`config.mk`:
```
export PLATFORM = sky130hd
export DESIGN_NAME = uir_uart
export DESIGN_NICKNAME = d
export VERILOG_FILES = /design/src/pkg/uir_pkg.sv /design/src/logic/uir_uart.sv
export SDC_FILE = /design/constraint.sdc
export NUM_CORES = 1
export LEC_CHECK = 0
export BUFFER_PORTS_ARGS = -buffer_cell sky130_fd_sc_hd__buf_2
export CAP_MARGIN = 0
export CORE_AREA = 2 2 96 98
export CTS_CLUSTER_DIAMETER = 80
export CTS_CLUSTER_SIZE = 10
export DETAILED_ROUTE_END_ITERATION = 7
export DIE_AREA = 0 0 98 100
export GPL_TIMING_DRIVEN = 0
export PLACE_DENSITY = 0.74
export SYNTH_ARGS = -nofsm -noshare
export SYNTH_HDL_FRONTEND = slang
export SYNTH_SLANG_ARGS = --single-unit
```
`constraint.sdc`:
```
create_clock -name clk -period 2.61 [get_ports clk]
set_input_delay 0.522 -clock clk [delete_from_list [all_inputs] [get_ports clk]]
set_output_delay 0.522 -clock clk [all_outputs]
set_load 0.01 [all_outputs]
```
`src/pkg/uir_pkg.sv`:
```
// Purpose: Shared constants and types for the serial transceiver channel.
// Assumes: 8-bit register port, 3-bit register index, 40 MHz clock.
// Notes:   Offsets and mode bit positions are fixed here and nowhere else.
package uir_pkg;

  // ---------------------------------------------------------------
  // Register map
  // ---------------------------------------------------------------
  localparam logic [2:0] ADDR_MODE = 3'h0;  // async_mode_register
  localparam logic [2:0] ADDR_BAUD = 3'h1;  // baud_generator_control
  localparam logic [2:0] ADDR_TXS  = 3'h2;  // tx_shift_register (write)
  localparam logic [2:0] ADDR_RXB  = 3'h3;  // receive_buffer (read)
  localparam logic [2:0] ADDR_STAT = 3'h4;  // receive_error_status (read)

  // ---------------------------------------------------------------
  // Mode register fields
  // ---------------------------------------------------------------
  localparam int MODE_TXE    = 7;  // transmit_enable_bit
  localparam int MODE_RXE    = 6;  // receive_enable_bit
  localparam int MODE_PAR_HI = 5;  // parity type, upper bit
  localparam int MODE_PAR_LO = 4;  // parity type, lower bit
  localparam int MODE_CL8    = 3;  // 1: eight character bits
  localparam int MODE_SL2    = 2;  // 1: two stop bits
  localparam int MODE_ISRM   = 1;  // error_completion_mask_bit
  localparam int MODE_IR     = 0;  // infrared pulse mode

  localparam logic [7:0] MODE_RST = 8'h00;
  localparam logic [7:0] BAUD_RST = 8'h0F;
  localparam logic [7:0] DATA_RST = 8'h00;

  // ---------------------------------------------------------------
  // Error status codes
  // ---------------------------------------------------------------
  localparam logic [7:0] STAT_PE = 8'h04;
  localparam logic [7:0] STAT_FE = 8'h02;
  localparam logic [7:0] STAT_OE = 8'h01;

  // ---------------------------------------------------------------
  // Bit timing, in ticks of the 16x sample clock
  // ---------------------------------------------------------------
  localparam logic [4:0] TICKS_LAST   = 5'h0F;  // last tick of a bit
  localparam logic [4:0] HALF_LAST    = 5'h07;  // last tick of half a bit
  localparam logic [4:0] IR_ON_TICK   = 5'h08;  // pulse starts mid-bit
  localparam logic [4:0] IR_OFF_TICK  = 5'h0B;  // 3 ticks later it ends
  localparam logic [4:0] IR_HOLD_LEN  = 5'h10;  // stretch one bit time
  localparam logic [3:0] BITS_7       = 4'h7;
  localparam logic [3:0] BITS_8       = 4'h8;

  // ---------------------------------------------------------------
  // Absolute times
  // ---------------------------------------------------------------
  localparam int CLK_PERIOD_PS    = 25000;
  localparam int IR_MIN_PULSE_PS  = 1410000;
  localparam int IR_MAX_EXTRA_PS  = 1080000;
  // Least pulse we must accept, rounded down so shorter never fails
  localparam int IR_MIN_PULSE_CYC = IR_MIN_PULSE_PS / CLK_PERIOD_PS;
  // Fixed allowance above 3/16 bit, rounded down
  localparam int IR_MAX_EXTRA_CYC = IR_MAX_EXTRA_PS / CLK_PERIOD_PS;

  // ---------------------------------------------------------------
  // Types
  // ---------------------------------------------------------------
  typedef enum logic [1:0] {PAR_NONE, PAR_ZERO, PAR_ODD, PAR_EVEN} uir_par_t;
  typedef enum logic [2:0] {TX_IDLE, TX_START, TX_DATA, TX_PAR, TX_STOP} uir_tx_state_t;
  typedef enum logic [2:0] {RX_IDLE, RX_HALF, RX_DATA, RX_PAR, RX_STOP} uir_rx_state_t;

endpackage

```
`src/logic/uir_uart.sv`:
```
// Purpose: Asynchronous serial transceiver channel with infrared pulse mode.
// Assumes: Register port with one-cycle strobes, read data one cycle later.
// Notes:   Bit timing uses a 16x tick from an internal divider.
// Function
// - Mode register picks 7/8 character bits, parity type, 1/2 stop bits.
// - Even parity: odd count of ones including parity bit flags parity error.
// - Odd parity: even count of ones flags parity error.
// - Zero parity sends a 0 parity bit and never checks it.
// - No parity: no parity bit either way, never a parity error.
// - Writing the shift register starts sending; hardware adds framing bits.
// - Transmit completion interrupt when the shift register has emptied.
// - Receive enable starts sampling of the receive pin at baud rate.
// - Low pin starts half-bit count; low resample confirms the start bit.
// - Frame ends after data, parity and one stop bit; second stop ignored.
// - Completion moves data to the buffer, even with an error.
// - Error frames give completion interrupt only while the mask bit is 0.
// - Clearing receive enable aborts at once, keeps buffer, no interrupts.
// - Status codes: parity 04H, framing 02H, overrun 01H.
// - Error interrupt comes before the completion interrupt.
// - Status clears on buffer read or next frame; new errors set anew.
// - Infrared frames: one start, eight data, one stop bit.
// - Infrared pulse lasts 3/16 bit and starts mid-bit.
// - Infrared pulse never exceeds 3/16 bit plus tolerance.
// - Infrared receiver accepts pulses down to 1.41 us.
//
// The plain strobed port and the placing of the registers were decided locally.
`timescale 1ns/1ps

module uir_uart (
  input  wire logic       clk,
  input  wire logic       rst_n,
  input  wire logic [2:0] reg_addr,
  input  wire logic [7:0] reg_wdata,
  input  wire logic       reg_wr,
  input  wire logic       reg_rd,
  output logic      [7:0] reg_rdata,
  input  wire logic       serial_receive_pin,
  output logic            serial_transmit_pin,
  output logic            tx_complete_irq,
  output logic            rx_complete_irq,
  output logic            rx_error_irq
);
  import uir_pkg::*;

  // ---------------------------------------------------------------
  // Registers and configuration
  // ---------------------------------------------------------------
  logic [7:0]    mode_q;
  logic [7:0]    brg_q;
  logic [7:0]    rxb_q;
  logic [7:0]    stat_q;
  logic          rxb_full_q;
  logic [7:0]    rdata_q;
  logic          ir;
  logic          cl8;
  logic          sl2;
  uir_par_t      par;
  logic          rxe;
  logic          txe;
  logic          isrm;

  // Infrared forces the fixed 8N1 frame
  assign ir   = mode_q[MODE_IR];
  assign cl8  = ir | mode_q[MODE_CL8];
  assign sl2  = ~ir & mode_q[MODE_SL2];
  assign par  = ir ? PAR_NONE : uir_par_t'(mode_q[MODE_PAR_HI:MODE_PAR_LO]);
  assign rxe  = mode_q[MODE_RXE];
  assign txe  = mode_q[MODE_TXE];
  assign isrm = mode_q[MODE_ISRM];

  // Parity bit that makes the frame match the selected type
  function automatic logic par_bit(input logic [7:0] d, input uir_par_t p);
    case (p)
      PAR_EVEN: par_bit = ^d;
      PAR_ODD:  par_bit = ~^d;
      default:  par_bit = 1'b0;
    endcase
  endfunction

  // Mismatch only for even and odd types
  function automatic logic par_bad(input logic [7:0] d, input logic pb, input uir_par_t p);
    case (p)
      PAR_EVEN: par_bad = ^{d, pb};
      PAR_ODD:  par_bad = ~^{d, pb};
      default:  par_bad = 1'b0;
    endcase
  endfunction

  // ---------------------------------------------------------------
  // Baud tick divider
  // ---------------------------------------------------------------
  logic [7:0] div_q;
  logic       tick;

  assign tick = (div_q == 8'h00);

  // Tick period is control value plus one clock
  always_ff @(posedge clk or negedge rst_n) begin
    if (!rst_n) begin
      div_q <= 8'h00;
    end else if (tick) begin
      div_q <= brg_q;
    end else begin
      div_q <= div_q - 8'h01;
    end
  end

  // ---------------------------------------------------------------
  // Transmitter
  // ---------------------------------------------------------------
  uir_tx_state_t tx_state_q;
  logic [7:0]    tx_sh_q;
  logic [4:0]    tx_tcnt_q;
  logic [3:0]    tx_bits_q;
  logic          tx_pb_q;
  logic          tx_stop2_q;
  logic          tx_load;
  logic          tx_level;
  logic          tx_bit_end;

  assign tx_load    = reg_wr && (reg_addr == ADDR_TXS) && txe && (tx_state_q == TX_IDLE);
  assign tx_bit_end = tick && (tx_tcnt_q == TICKS_LAST);

  // Frame sequencer; writes while busy are dropped
  always_ff @(posedge clk or negedge rst_n) begin
    if (!rst_n) begin
      tx_state_q <= TX_IDLE;
      tx_sh_q    <= DATA_RST;
      tx_tcnt_q  <= 5'h00;
      tx_bits_q  <= 4'h0;
      tx_pb_q    <= 1'b0;
      tx_stop2_q <= 1'b0;
    end else begin
      case (tx_state_q)
        TX_IDLE: begin
          if (tx_load) begin
            tx_state_q <= TX_START;
            tx_sh_q    <= cl8 ? reg_wdata : {1'b0, reg_wdata[6:0]};
            tx_pb_q    <= par_bit(cl8 ? reg_wdata : {1'b0, reg_wdata[6:0]}, par);
            tx_bits_q  <= cl8 ? BITS_8 : BITS_7;
            tx_stop2_q <= sl2;
            tx_tcnt_q  <= 5'h00;
          end
        end
        TX_START: begin
          if (tick) tx_tcnt_q <= tx_tcnt_q + 5'h01;
          if (tx_bit_end) tx_state_q <= TX_DATA;
        end
        TX_DATA: begin
          if (tick) tx_tcnt_q <= tx_tcnt_q + 5'h01;
          if (tx_bit_end) begin
            tx_sh_q   <= {1'b0, tx_sh_q[7:1]};
            tx_bits_q <= tx_bits_q - 4'h1;
            if (tx_bits_q == 4'h1) begin
              tx_state_q <= (par == PAR_NONE) ? TX_STOP : TX_PAR;
            end
          end
        end
        TX_PAR: begin
          if (tick) tx_tcnt_q <= tx_tcnt_q + 5'h01;
          if (tx_bit_end) tx_state_q <= TX_STOP;
        end
        TX_STOP: begin
          if (tick) tx_tcnt_q <= tx_tcnt_q + 5'h01;
          if (tx_bit_end) begin
            if (tx_stop2_q) begin
              tx_stop2_q <= 1'b0;
            end else begin
              tx_state_q <= TX_IDLE;
            end
          end
        end
        default: tx_state_q <= TX_IDLE;
      endcase
      // Restart at each bit boundary; the 5-bit count would run on past 15
      if (tx_bit_end) tx_tcnt_q <= 5'h00;
    end
  end

  // Line level of the current bit
  always_comb begin
    case (tx_state_q)
      TX_START: tx_level = 1'b0;
      TX_DATA:  tx_level = tx_sh_q[0];
      TX_PAR:   tx_level = tx_pb_q;
      default:  tx_level = 1'b1;
    endcase
  end

  // Pin from a flop; infrared sends a pulse only for zero bits
  always_ff @(posedge clk or negedge rst_n) begin
    if (!rst_n) begin
      serial_transmit_pin <= 1'b1;
    end else if (ir) begin
      serial_transmit_pin <= !tx_level && (tx_tcnt_q >= IR_ON_TICK)
                             && (tx_tcnt_q < IR_OFF_TICK);
    end else begin
      serial_transmit_pin <= tx_level;
    end
  end

  // Shift register empty after the last stop bit
  always_ff @(posedge clk or negedge rst_n) begin
    if (!rst_n) begin
      tx_complete_irq <= 1'b0;
    end else begin
      tx_complete_irq <= (tx_state_q == TX_STOP) && tx_bit_end && !tx_stop2_q;
    end
  end

  // ---------------------------------------------------------------
  // Receive pin conditioning
  // ---------------------------------------------------------------
  logic       rx_s1_q;
  logic       rx_s2_q;
  logic       rx_s3_q;
  logic       rx_lvl_q;
  logic [4:0] ir_hold_q;
  logic       line;

  // Three stages; a level counts once the last two agree
  always_ff @(posedge clk or negedge rst_n) begin
    if (!rst_n) begin
      rx_s1_q  <= 1'b1;
      rx_s2_q  <= 1'b1;
      rx_s3_q  <= 1'b1;
      rx_lvl_q <= 1'b1;
    end else begin
      rx_s1_q <= serial_receive_pin;
      rx_s2_q <= rx_s1_q;
      rx_s3_q <= rx_s2_q;
      if (rx_s2_q == rx_s3_q) rx_lvl_q <= rx_s3_q;
    end
  end

  // Stretch a short infrared pulse across a bit so the UART sampler sees it
  always_ff @(posedge clk or negedge rst_n) begin
    if (!rst_n) begin
      ir_hold_q <= 5'h00;
    end else if (ir && rx_s2_q && rx_s3_q && !rx_lvl_q) begin
      ir_hold_q <= IR_HOLD_LEN;
    end else if (tick && ir_hold_q != 5'h00) begin
      ir_hold_q <= ir_hold_q - 5'h01;
    end
  end

  // Idle pin reads low in infrared mode, so the level is the pulse stretch
  assign line = ir ? (ir_hold_q == 5'h00) : rx_lvl_q;

  // ---------------------------------------------------------------
  // Receiver
  // ---------------------------------------------------------------
  uir_rx_state_t rx_state_q;
  logic [7:0]    rx_sh_q;
  logic [4:0]    rx_tcnt_q;
  logic [3:0]    rx_bits_q;
  logic          rx_pb_q;
  logic          rx_done;
  logic          rx_bit_end;
  logic [7:0]    rx_data;
  logic [7:0]    rx_err;
  logic          rxb_read;
  logic          done_pend_q;

  assign rx_bit_end = tick && (rx_tcnt_q == TICKS_LAST);
  assign rx_done    = rxe && (rx_state_q == RX_STOP) && rx_bit_end;
  assign rx_data    = cl8 ? rx_sh_q : {1'b0, rx_sh_q[7:1]};
  assign rx_err     = (par_bad(rx_data, rx_pb_q, par) ? STAT_PE : 8'h00)
                    | (line ? 8'h00 : STAT_FE)
                    | (rxb_full_q ? STAT_OE : 8'h00);
  assign rxb_read   = reg_rd && (reg_addr == ADDR_RXB);

  // Start detection, sampling and frame assembly
  always_ff @(posedge clk or negedge rst_n) begin
    if (!rst_n) begin
      rx_state_q <= RX_IDLE;
      rx_sh_q    <= DATA_RST;
      rx_tcnt_q  <= 5'h00;
      rx_bits_q  <= 4'h0;
      rx_pb_q    <= 1'b0;
    end else if (!rxe) begin
      rx_state_q <= RX_IDLE;
      rx_tcnt_q  <= 5'h00;
    end else begin
      case (rx_state_q)
        RX_IDLE: begin
          if (!line) begin
            rx_state_q <= RX_HALF;
            rx_tcnt_q  <= 5'h00;
          end
        end
        RX_HALF: begin
          if (tick) rx_tcnt_q <= rx_tcnt_q + 5'h01;
          if (tick && rx_tcnt_q == HALF_LAST) begin
            rx_tcnt_q  <= 5'h00;
            rx_bits_q  <= cl8 ? BITS_8 : BITS_7;
            rx_state_q <= line ? RX_IDLE : RX_DATA;
          end
        end
        RX_DATA: begin
          if (tick) rx_tcnt_q <= rx_tcnt_q + 5'h01;
          if (rx_bit_end) begin
            rx_sh_q   <= {line, rx_sh_q[7:1]};
            rx_bits_q <= rx_bits_q - 4'h1;
            if (rx_bits_q == 4'h1) begin
              rx_state_q <= (par == PAR_NONE) ? RX_STOP : RX_PAR;
            end
          end
        end
        RX_PAR: begin
          if (tick) rx_tcnt_q <= rx_tcnt_q + 5'h01;
          if (rx_bit_end) begin
            rx_pb_q    <= line;
            rx_state_q <= RX_STOP;
          end
        end
        RX_STOP: begin
          if (tick) rx_tcnt_q <= rx_tcnt_q + 5'h01;
          if (rx_bit_end) rx_state_q <= RX_IDLE;
        end
        default: rx_state_q <= RX_IDLE;
      endcase
      // Every sampled bit lasts sixteen ticks, not thirty-two
      if (rx_bit_end) rx_tcnt_q <= 5'h00;
    end
  end

  // Buffer, status and full flag; a new frame wins over a same-cycle read
  always_ff @(posedge clk or negedge rst_n) begin
    if (!rst_n) begin
      rxb_q      <= DATA_RST;
      stat_q     <= 8'h00;
      rxb_full_q <= 1'b0;
    end else if (rx_done) begin
      rxb_q      <= rx_data;
      stat_q     <= rx_err;
      rxb_full_q <= 1'b1;
    end else if (rxb_read) begin
      stat_q     <= 8'h00;
      rxb_full_q <= 1'b0;
    end
  end

  // Error pulse at completion, completion pulse one clock later
  always_ff @(posedge clk or negedge rst_n) begin
    if (!rst_n) begin
      rx_error_irq    <= 1'b0;
      done_pend_q     <= 1'b0;
      rx_complete_irq <= 1'b0;
    end else begin
      rx_error_irq    <= rx_done && (rx_err != 8'h00);
      done_pend_q     <= rx_done && !((rx_err != 8'h00) && isrm);
      rx_complete_irq <= done_pend_q;
    end
  end

  // ---------------------------------------------------------------
  // Register port
  // ---------------------------------------------------------------
  // Software writes; mode changes mid-frame are its responsibility
  always_ff @(posedge clk or negedge rst_n) begin
    if (!rst_n) begin
      mode_q <= MODE_RST;
      brg_q  <= BAUD_RST;
    end else if (reg_wr) begin
      if (reg_addr == ADDR_MODE) mode_q <= reg_wdata;
      if (reg_addr == ADDR_BAUD) brg_q  <= reg_wdata;
    end
  end

  // Read data stands one cycle; unmapped reads return zero
  always_ff @(posedge clk or negedge rst_n) begin
    if (!rst_n) begin
      rdata_q <= 8'h00;
    end else if (reg_rd) begin
      case (reg_addr)
        ADDR_MODE: rdata_q <= mode_q;
        ADDR_BAUD: rdata_q <= brg_q;
        ADDR_RXB:  rdata_q <= rxb_q;
        ADDR_STAT: rdata_q <= stat_q;
        default:   rdata_q <= 8'h00;
      endcase
    end else begin
      rdata_q <= 8'h00;
    end
  end

  assign reg_rdata = rdata_q;

  // ---------------------------------------------------------------
  // Checks
  // ---------------------------------------------------------------
  logic [15:0] ir_len_q;
  logic [15:0] ir_limit;

  // Cycles the infrared pulse has been high so far
  always_ff @(posedge clk or negedge rst_n) begin
    if (!rst_n) begin
      ir_len_q <= 16'h0000;
    end else if (serial_transmit_pin && ir) begin
      ir_len_q <= ir_len_q + 16'h0001;
    end else begin
      ir_len_q <= 16'h0000;
    end
  end

  // Three ticks plus the fixed allowance
  assign ir_limit = 16'(3 * (int'(brg_q) + 1) + IR_MAX_EXTRA_CYC);
endmodule

```
# Word-level counts from Yosys, hierarchy flattened

Cells that the tools add are included.
Widths: inputs -> output; s select.

Flip-flop bits (word level): 106
Input bits: 16
Output and inout port bits: 12
Word-level logic and storage cells: 197

Add/subtract/negate cells: 6
Order comparisons: 2
Equal/unequal tests: 39
Muxes and demuxes: 61
Bitwise gates (word level): 5
Reduce and logical (&&, ||, !) cells: 56

Operators by type and width:

| operator            | number |
|---|---|
| $mux 8              | 8 |
| $mux 5              | 10 |
| $mux 3              | 16 |
| $pmux 8 s4          | 1 |
| $pmux 3 s5          | 2 |
| $ne 3x3->1 const B  | 7 |
| $logic_and 1x1->1   | 20 |
| $mux 4              | 5 |
| $eq 3x2->1 const B  | 6 |
| $ne 2x2->1 const B  | 9 |
| $pmux 4 s2          | 2 |
| $pmux 8 s2          | 1 |
| $pmux 5 s3          | 1 |
| $reduce_and 3->1    | 5 |
| $add 5x1->5 const B | 2 |
| $eq 5x4->1 const B  | 2 |
| $pmux 5 s2          | 1 |
| $reduce_bool 2->1   | 5 |
| $eq 3x1->1 const B  | 3 |
| $eq 3x3->1 const B  | 3 |
| $logic_not 3->1     | 3 |
| $reduce_xnor 9->1   | 1 |
| $reduce_xor 9->1    | 1 |
| $eq 4x1->1 const B  | 2 |
| other kinds (35)    | 53 |

# Longest topological paths before layout

Depth after elaboration: 11
Depth in mapped cells: 9
Gate-level depth less buffers: 8

# Worst setup path before layout

No wires, ideal clock.

Path kind: reg2reg
From: register div_q[0]
To: register rx_state_q[0]
Setup time: 0.128 ns
Arrival time: 1.954 ns
Data required time: 2.482 ns
Slack: 0.529 ns
Cell stages (with the launch flop): 8
Path buffers: 0
Clock period less this slack: 2.081 ns
Cells stage by stage: dfrtp_1 inv_1 ha_1 or4b_4 nor2_8 a21oi_2 a211oi_2 mux2_1

Cells in the longest elaborated chain, start to end: 4
Elaborated cells between the ends (all ways): 8
Classes of those cells: 4 x eq/ne; 4 x reduce/logical

RTL lines:

| item                                 | RTL line                         | source |
|---|---|---|
| start, declared                      | uir_uart.sv:92                   | `logic [7:0] div_q;` |
| start signal, assigned               | uir_uart.sv:102                  | `div_q <= brg_q;` |
| start signal, assigned               | uir_uart.sv:104                  | `div_q <= div_q - 8'h01;` |
| $logic_not 8->1 (*)                  | uir_uart.sv:95                   | `assign tick = (div_q == 8'h00);` |
| $logic_and 1x1->1 (on tied branches) | uir_uart.sv:294, uir_uart.sv:265 |  |
| $ne 3x3->1 (no line)                 | --                               |  |
| $reduce_and 6->1 (no line) (*)       | --                               |  |
| end signal, assigned                 | uir_uart.sv:297                  | `rx_state_q <= line ? RX_IDLE : RX_DATA;` |
| end signal, assigned                 | uir_uart.sv:306                  | `rx_state_q <= (par == PAR_NONE) ? RX_STOP : RX_PAR;` |
| end, declared                        | uir_uart.sv:253                  | `uir_rx_state_t rx_state_q;` |

Every way passes the cells marked *; elsewhere a longest branch is shown, timed or not.
A chain may end at the register's enable or synchronous reset.

# Final worst setup path

From: register ir_hold_q[0]
To: register rx_state_q[2]

Cells in the longest elaborated chain, start to end: 4

RTL lines:

| item                       | RTL line        | source |
|---|---|---|
| start, declared            | uir_uart.sv:218 | `logic [4:0] ir_hold_q;` |
| start signal, assigned     | uir_uart.sv:243 | `ir_hold_q <= ir_hold_q - 5'h01;` |
| $logic_not 5->1            | uir_uart.sv:248 | `assign line = ir ? (ir_hold_q == 5'h00) : rx_lvl_q;` |
| $mux 1                     | uir_uart.sv:248 |  |
| $ne 3x3->1 (no line)       | --              |  |
| $reduce_and 6->1 (no line) | --              |  |

No other way between the ends.

==> flow_summary.yaml <==
outcome:
  status: "complete, no violations"
clock_tree:
  cts_root_buffer: "clkbuf_8"
  clkLatencyLatePin_ns: 0.37
  cts_tree: "yes"
  cts_max_level: 3
  cts_max_path_buffers: 2
  cts_hold_buf: 0
  cts_sinks: 101
  cts_setup_buffers: 0
  cts_resized: 0
  clk_pin_slew_ns: 0.09
  cts_buffers: 9
logic_synthesis:
  ys.flop_type: "dfrtp_1"
  synth.avg_cell_area_um2: 10.1
  synth_async_sr_flop_share_pct: 100
  yosys.cell_types.count: 68
  netlist_area_mm2: 0.00520
  syn_inst: 514
  yosysMostFrequentCell: "dfrtp_1"
  synth_nets: 541
  ys_ff_latch: 101
  seq_area_frac_synth_pct: 48.9
  synth_edf_count: 0
  synth_top_area_share_pct: 44.3
  yosysWarnings: 0
  synthTopCellsByArea: "dfrtp_1 (44%), mux2_2 (4.8%), dfstp_2 (4.6%)"
  yosysTopAreaCell: "dfrtp_1"
  synth_common_cells: "dfrtp_1 (92), nand2_1 (53), nor2_1 (49)"
finish:
  fillCellCount: 728
  finish.utilization_pct: 64.0
  drive_gt1_share_pct: 17.8
  area_delta_synth_final_pct: 9.54
  nNetsFinal: 578
  diodes: 0
critical_path:
  crit_family: "compound AO/OA/AOI/OAI gates"
  cp.depth: 7
  cp_max_fo: 5
  r2r-start: "ir_hold_q[0]"
  worstSetupEndpointType: "flop"
  path_cells: "inv_1 > ha_1 > nor4b_4 > a21boi_0 > o22ai_1 > a211oi_2 > mux2_1"
  r2r-end: "rx_state_q[2]"
  worst-setup-path-type: "reg2reg"
  rrSetupSlack_ns: 0.19
  worstPathRequired_ns: 2.88
  crit_path_top_delay_cell: "a21boi_0"
  slowest_delay_ns: 0.56
  startpoint_type: "flop"
  arrival_ns: 2.69
  startpoint: "ir_hold_q[0]"
  r2r_cells: 7
  critPathBufInv: 1
  crit_end: "rx_state_q[2]"
power:
  p_seq_share_pct: 50.2
  ir_worst_vdd_v: 0.000335
  p_int_uw: 2770
  leakage_uw: 0.00254
  p_sw_share_pct: 33.5
  p_per_area_mw_per_mm2: 731
  power.total_uw: 4160
  combPwrFrac_pct: 25.5
  p_switching_uw: 1390
  power.clock.fraction_pct: 24.3
sta:
  min_period_over_period_pct: 92.7
  fin_skew_ns: 0.0117
  hold_slack_ns: 0.0834
  max_freq_mhz: 413
  final_max_slew_viol_count: 0
  rsz0062_at_grt: "no"
  fin_ws_ns: 0.190
  setup_viol: 0
  max-slew-margin-rel_pct: 42.5
  tightestPinTransition_ns: 0.859
  fin_crit_ns: 2.42
  final_hold_viol_count: 0
global_routing:
  grt_pass1_wl_mm: 18.6
  grt_start_max_net_pins: 69
  grt-ovfl-total: 0
  antenna_found_initial: 0
  grt_pass1_vias: 3820
  track_usage_pct: 23.8
floorplanning:
  die_h_um: 100
  dieArea_mm2: 0.00980
  start_util_pct: 58.5
  fp.dieW_um: 98
  coreArea_mm2: 0.00889
  io_pins: 28
  std_cell_rows: 35
routing:
  dr.pass1.iters: 5
  vias: 3893
  drt_wl_total_mm: 11.0
  post-route-drc-count: 0
  final_antenna_net_count: 0
  viasPerCell: 5.84
  dr.first_iter.drc_count: 184
  post_drt_wl_per_cell_um: 16.5
placed_design:
  hpwl_mm: 8.08
  place_ws_ns: 0.218
  gp_congestion: 0.861
  io_buffers: 25
hold_path:
  holdCritPathClass: "in2async"
flow_run:
  maxCapViolCount: 0
## cells by family (layout without fill, tap and decap cells)
kind of cell	Yosys count	after routing	synth area share (%)
xor gates and xnor gates	24	24	4.31
buffers and inverters	44	86	3.56
and+or+nand+nor	176	176	18.0
muxes	44	44	9.08
adders and majority gates	12	12	2.84
AOI/OAI and AO/OA	113	113	13.3
DFF	101	101	48.9
## power groups by stage
stage               clock (uW)  combinational, uW  sequential (uW)
global route              1090               1190             2130
finish                    1010               1060             2090
detailed placement           0               1060             2110
global placement             0               1020             2100
CTS                       1030               1070             2080
floorplan                    0                804             2050
## per-layer routing
metal | part of all wire (%) | GRT usage, % | vias up
met3 | 4.0 | 4.67 | 12
met5 | 0 | 0 | -
li1 | - | - | 1899
met2 | 49 | 39.7 | 70
met1 | 46 | 32.4 | 1912
met4 | 1.3 | 6.09 | 0
## layout make-up
type | count | area, um2 | share of cell area (%)
plain buffers | 22 | 103 | 1.80
clock buffers | 11 | 141 | 2.48
clock inverters | 5 | 60.1 | 1.06
inverters | 22 | 82.6 | 1.45
multi-input cells | 369 | 2470 | 43.4
flip-flops and latches | 101 | 2540 | 44.6
well taps | 111 | 139 | 2.44
repair buffers | 26 | 155 | 2.73
## state kept, by name, summed over array words and instances (netlist names), 4 cells and up
| signal | cells |
|---|---|
| brg_q | 8 |
| div_q | 8 |
| ir_hold_q | 5 |
| mode_q | 8 |
| reg_rdata | 8 |
| rx_bits_q | 4 |
| rx_sh_q | 8 |
| rx_tcnt_q | 5 |
| rxb_q | 8 |
| tx_bits_q | 4 |
| tx_sh_q | 8 |
| tx_tcnt_q | 5 |
## worst min-delay path by stage
| stage | end | slack (ns) | depth (start not counted) |
|---|---|---|---|
| 6_report | tx_tcnt_q[2] | 0.08 | 1 |
| 2_1_floorplan | brg_q[4] | 0.23 | 0 |
| 3_5_place_dp | rx_s2_q | 0.35 | 0 |
| 4_1_cts | div_q[6] | 0.1 | 1 |
| 3_3_place_gp | rx_complete_irq | 0.34 | 0 |
| 5_1_grt | reg_rdata[2] | 0.11 | 1 |
## through the flow
| step | instances | setup TNS (ns) | area [um2] |
|---|---|---|---|
| finish | 667 | 0 | 5690 |
| floorplan | 514 | 0 | 5200 |
| CTS | 667 | 0 | 5690 |
| global placement | 650 | -0.0201 | 5460 |
| global route | 667 | 0 | 5690 |
| detailed placement | 651 | 0 | 5490 |
## cell usage in the layout, fill, tap and decap left out, types with 9 or more instances in the layout
cell      instances
a21oi_1          21
a31oi_1          17
o21ai_1          11
dfrtp_1          92
buf_2            34
clkbuf_1         10
nand2_1          53
nand3_1          11
inv_1            22
mux2i_1          19
mux2_2           22
dfstp_2           9
ha_1             11
nor3_1            9
clkbuf_8         10
xnor2_1          17
o21ai_0          27
nor2_1           49
Note: power is estimated with default switching activity, not from simulation.
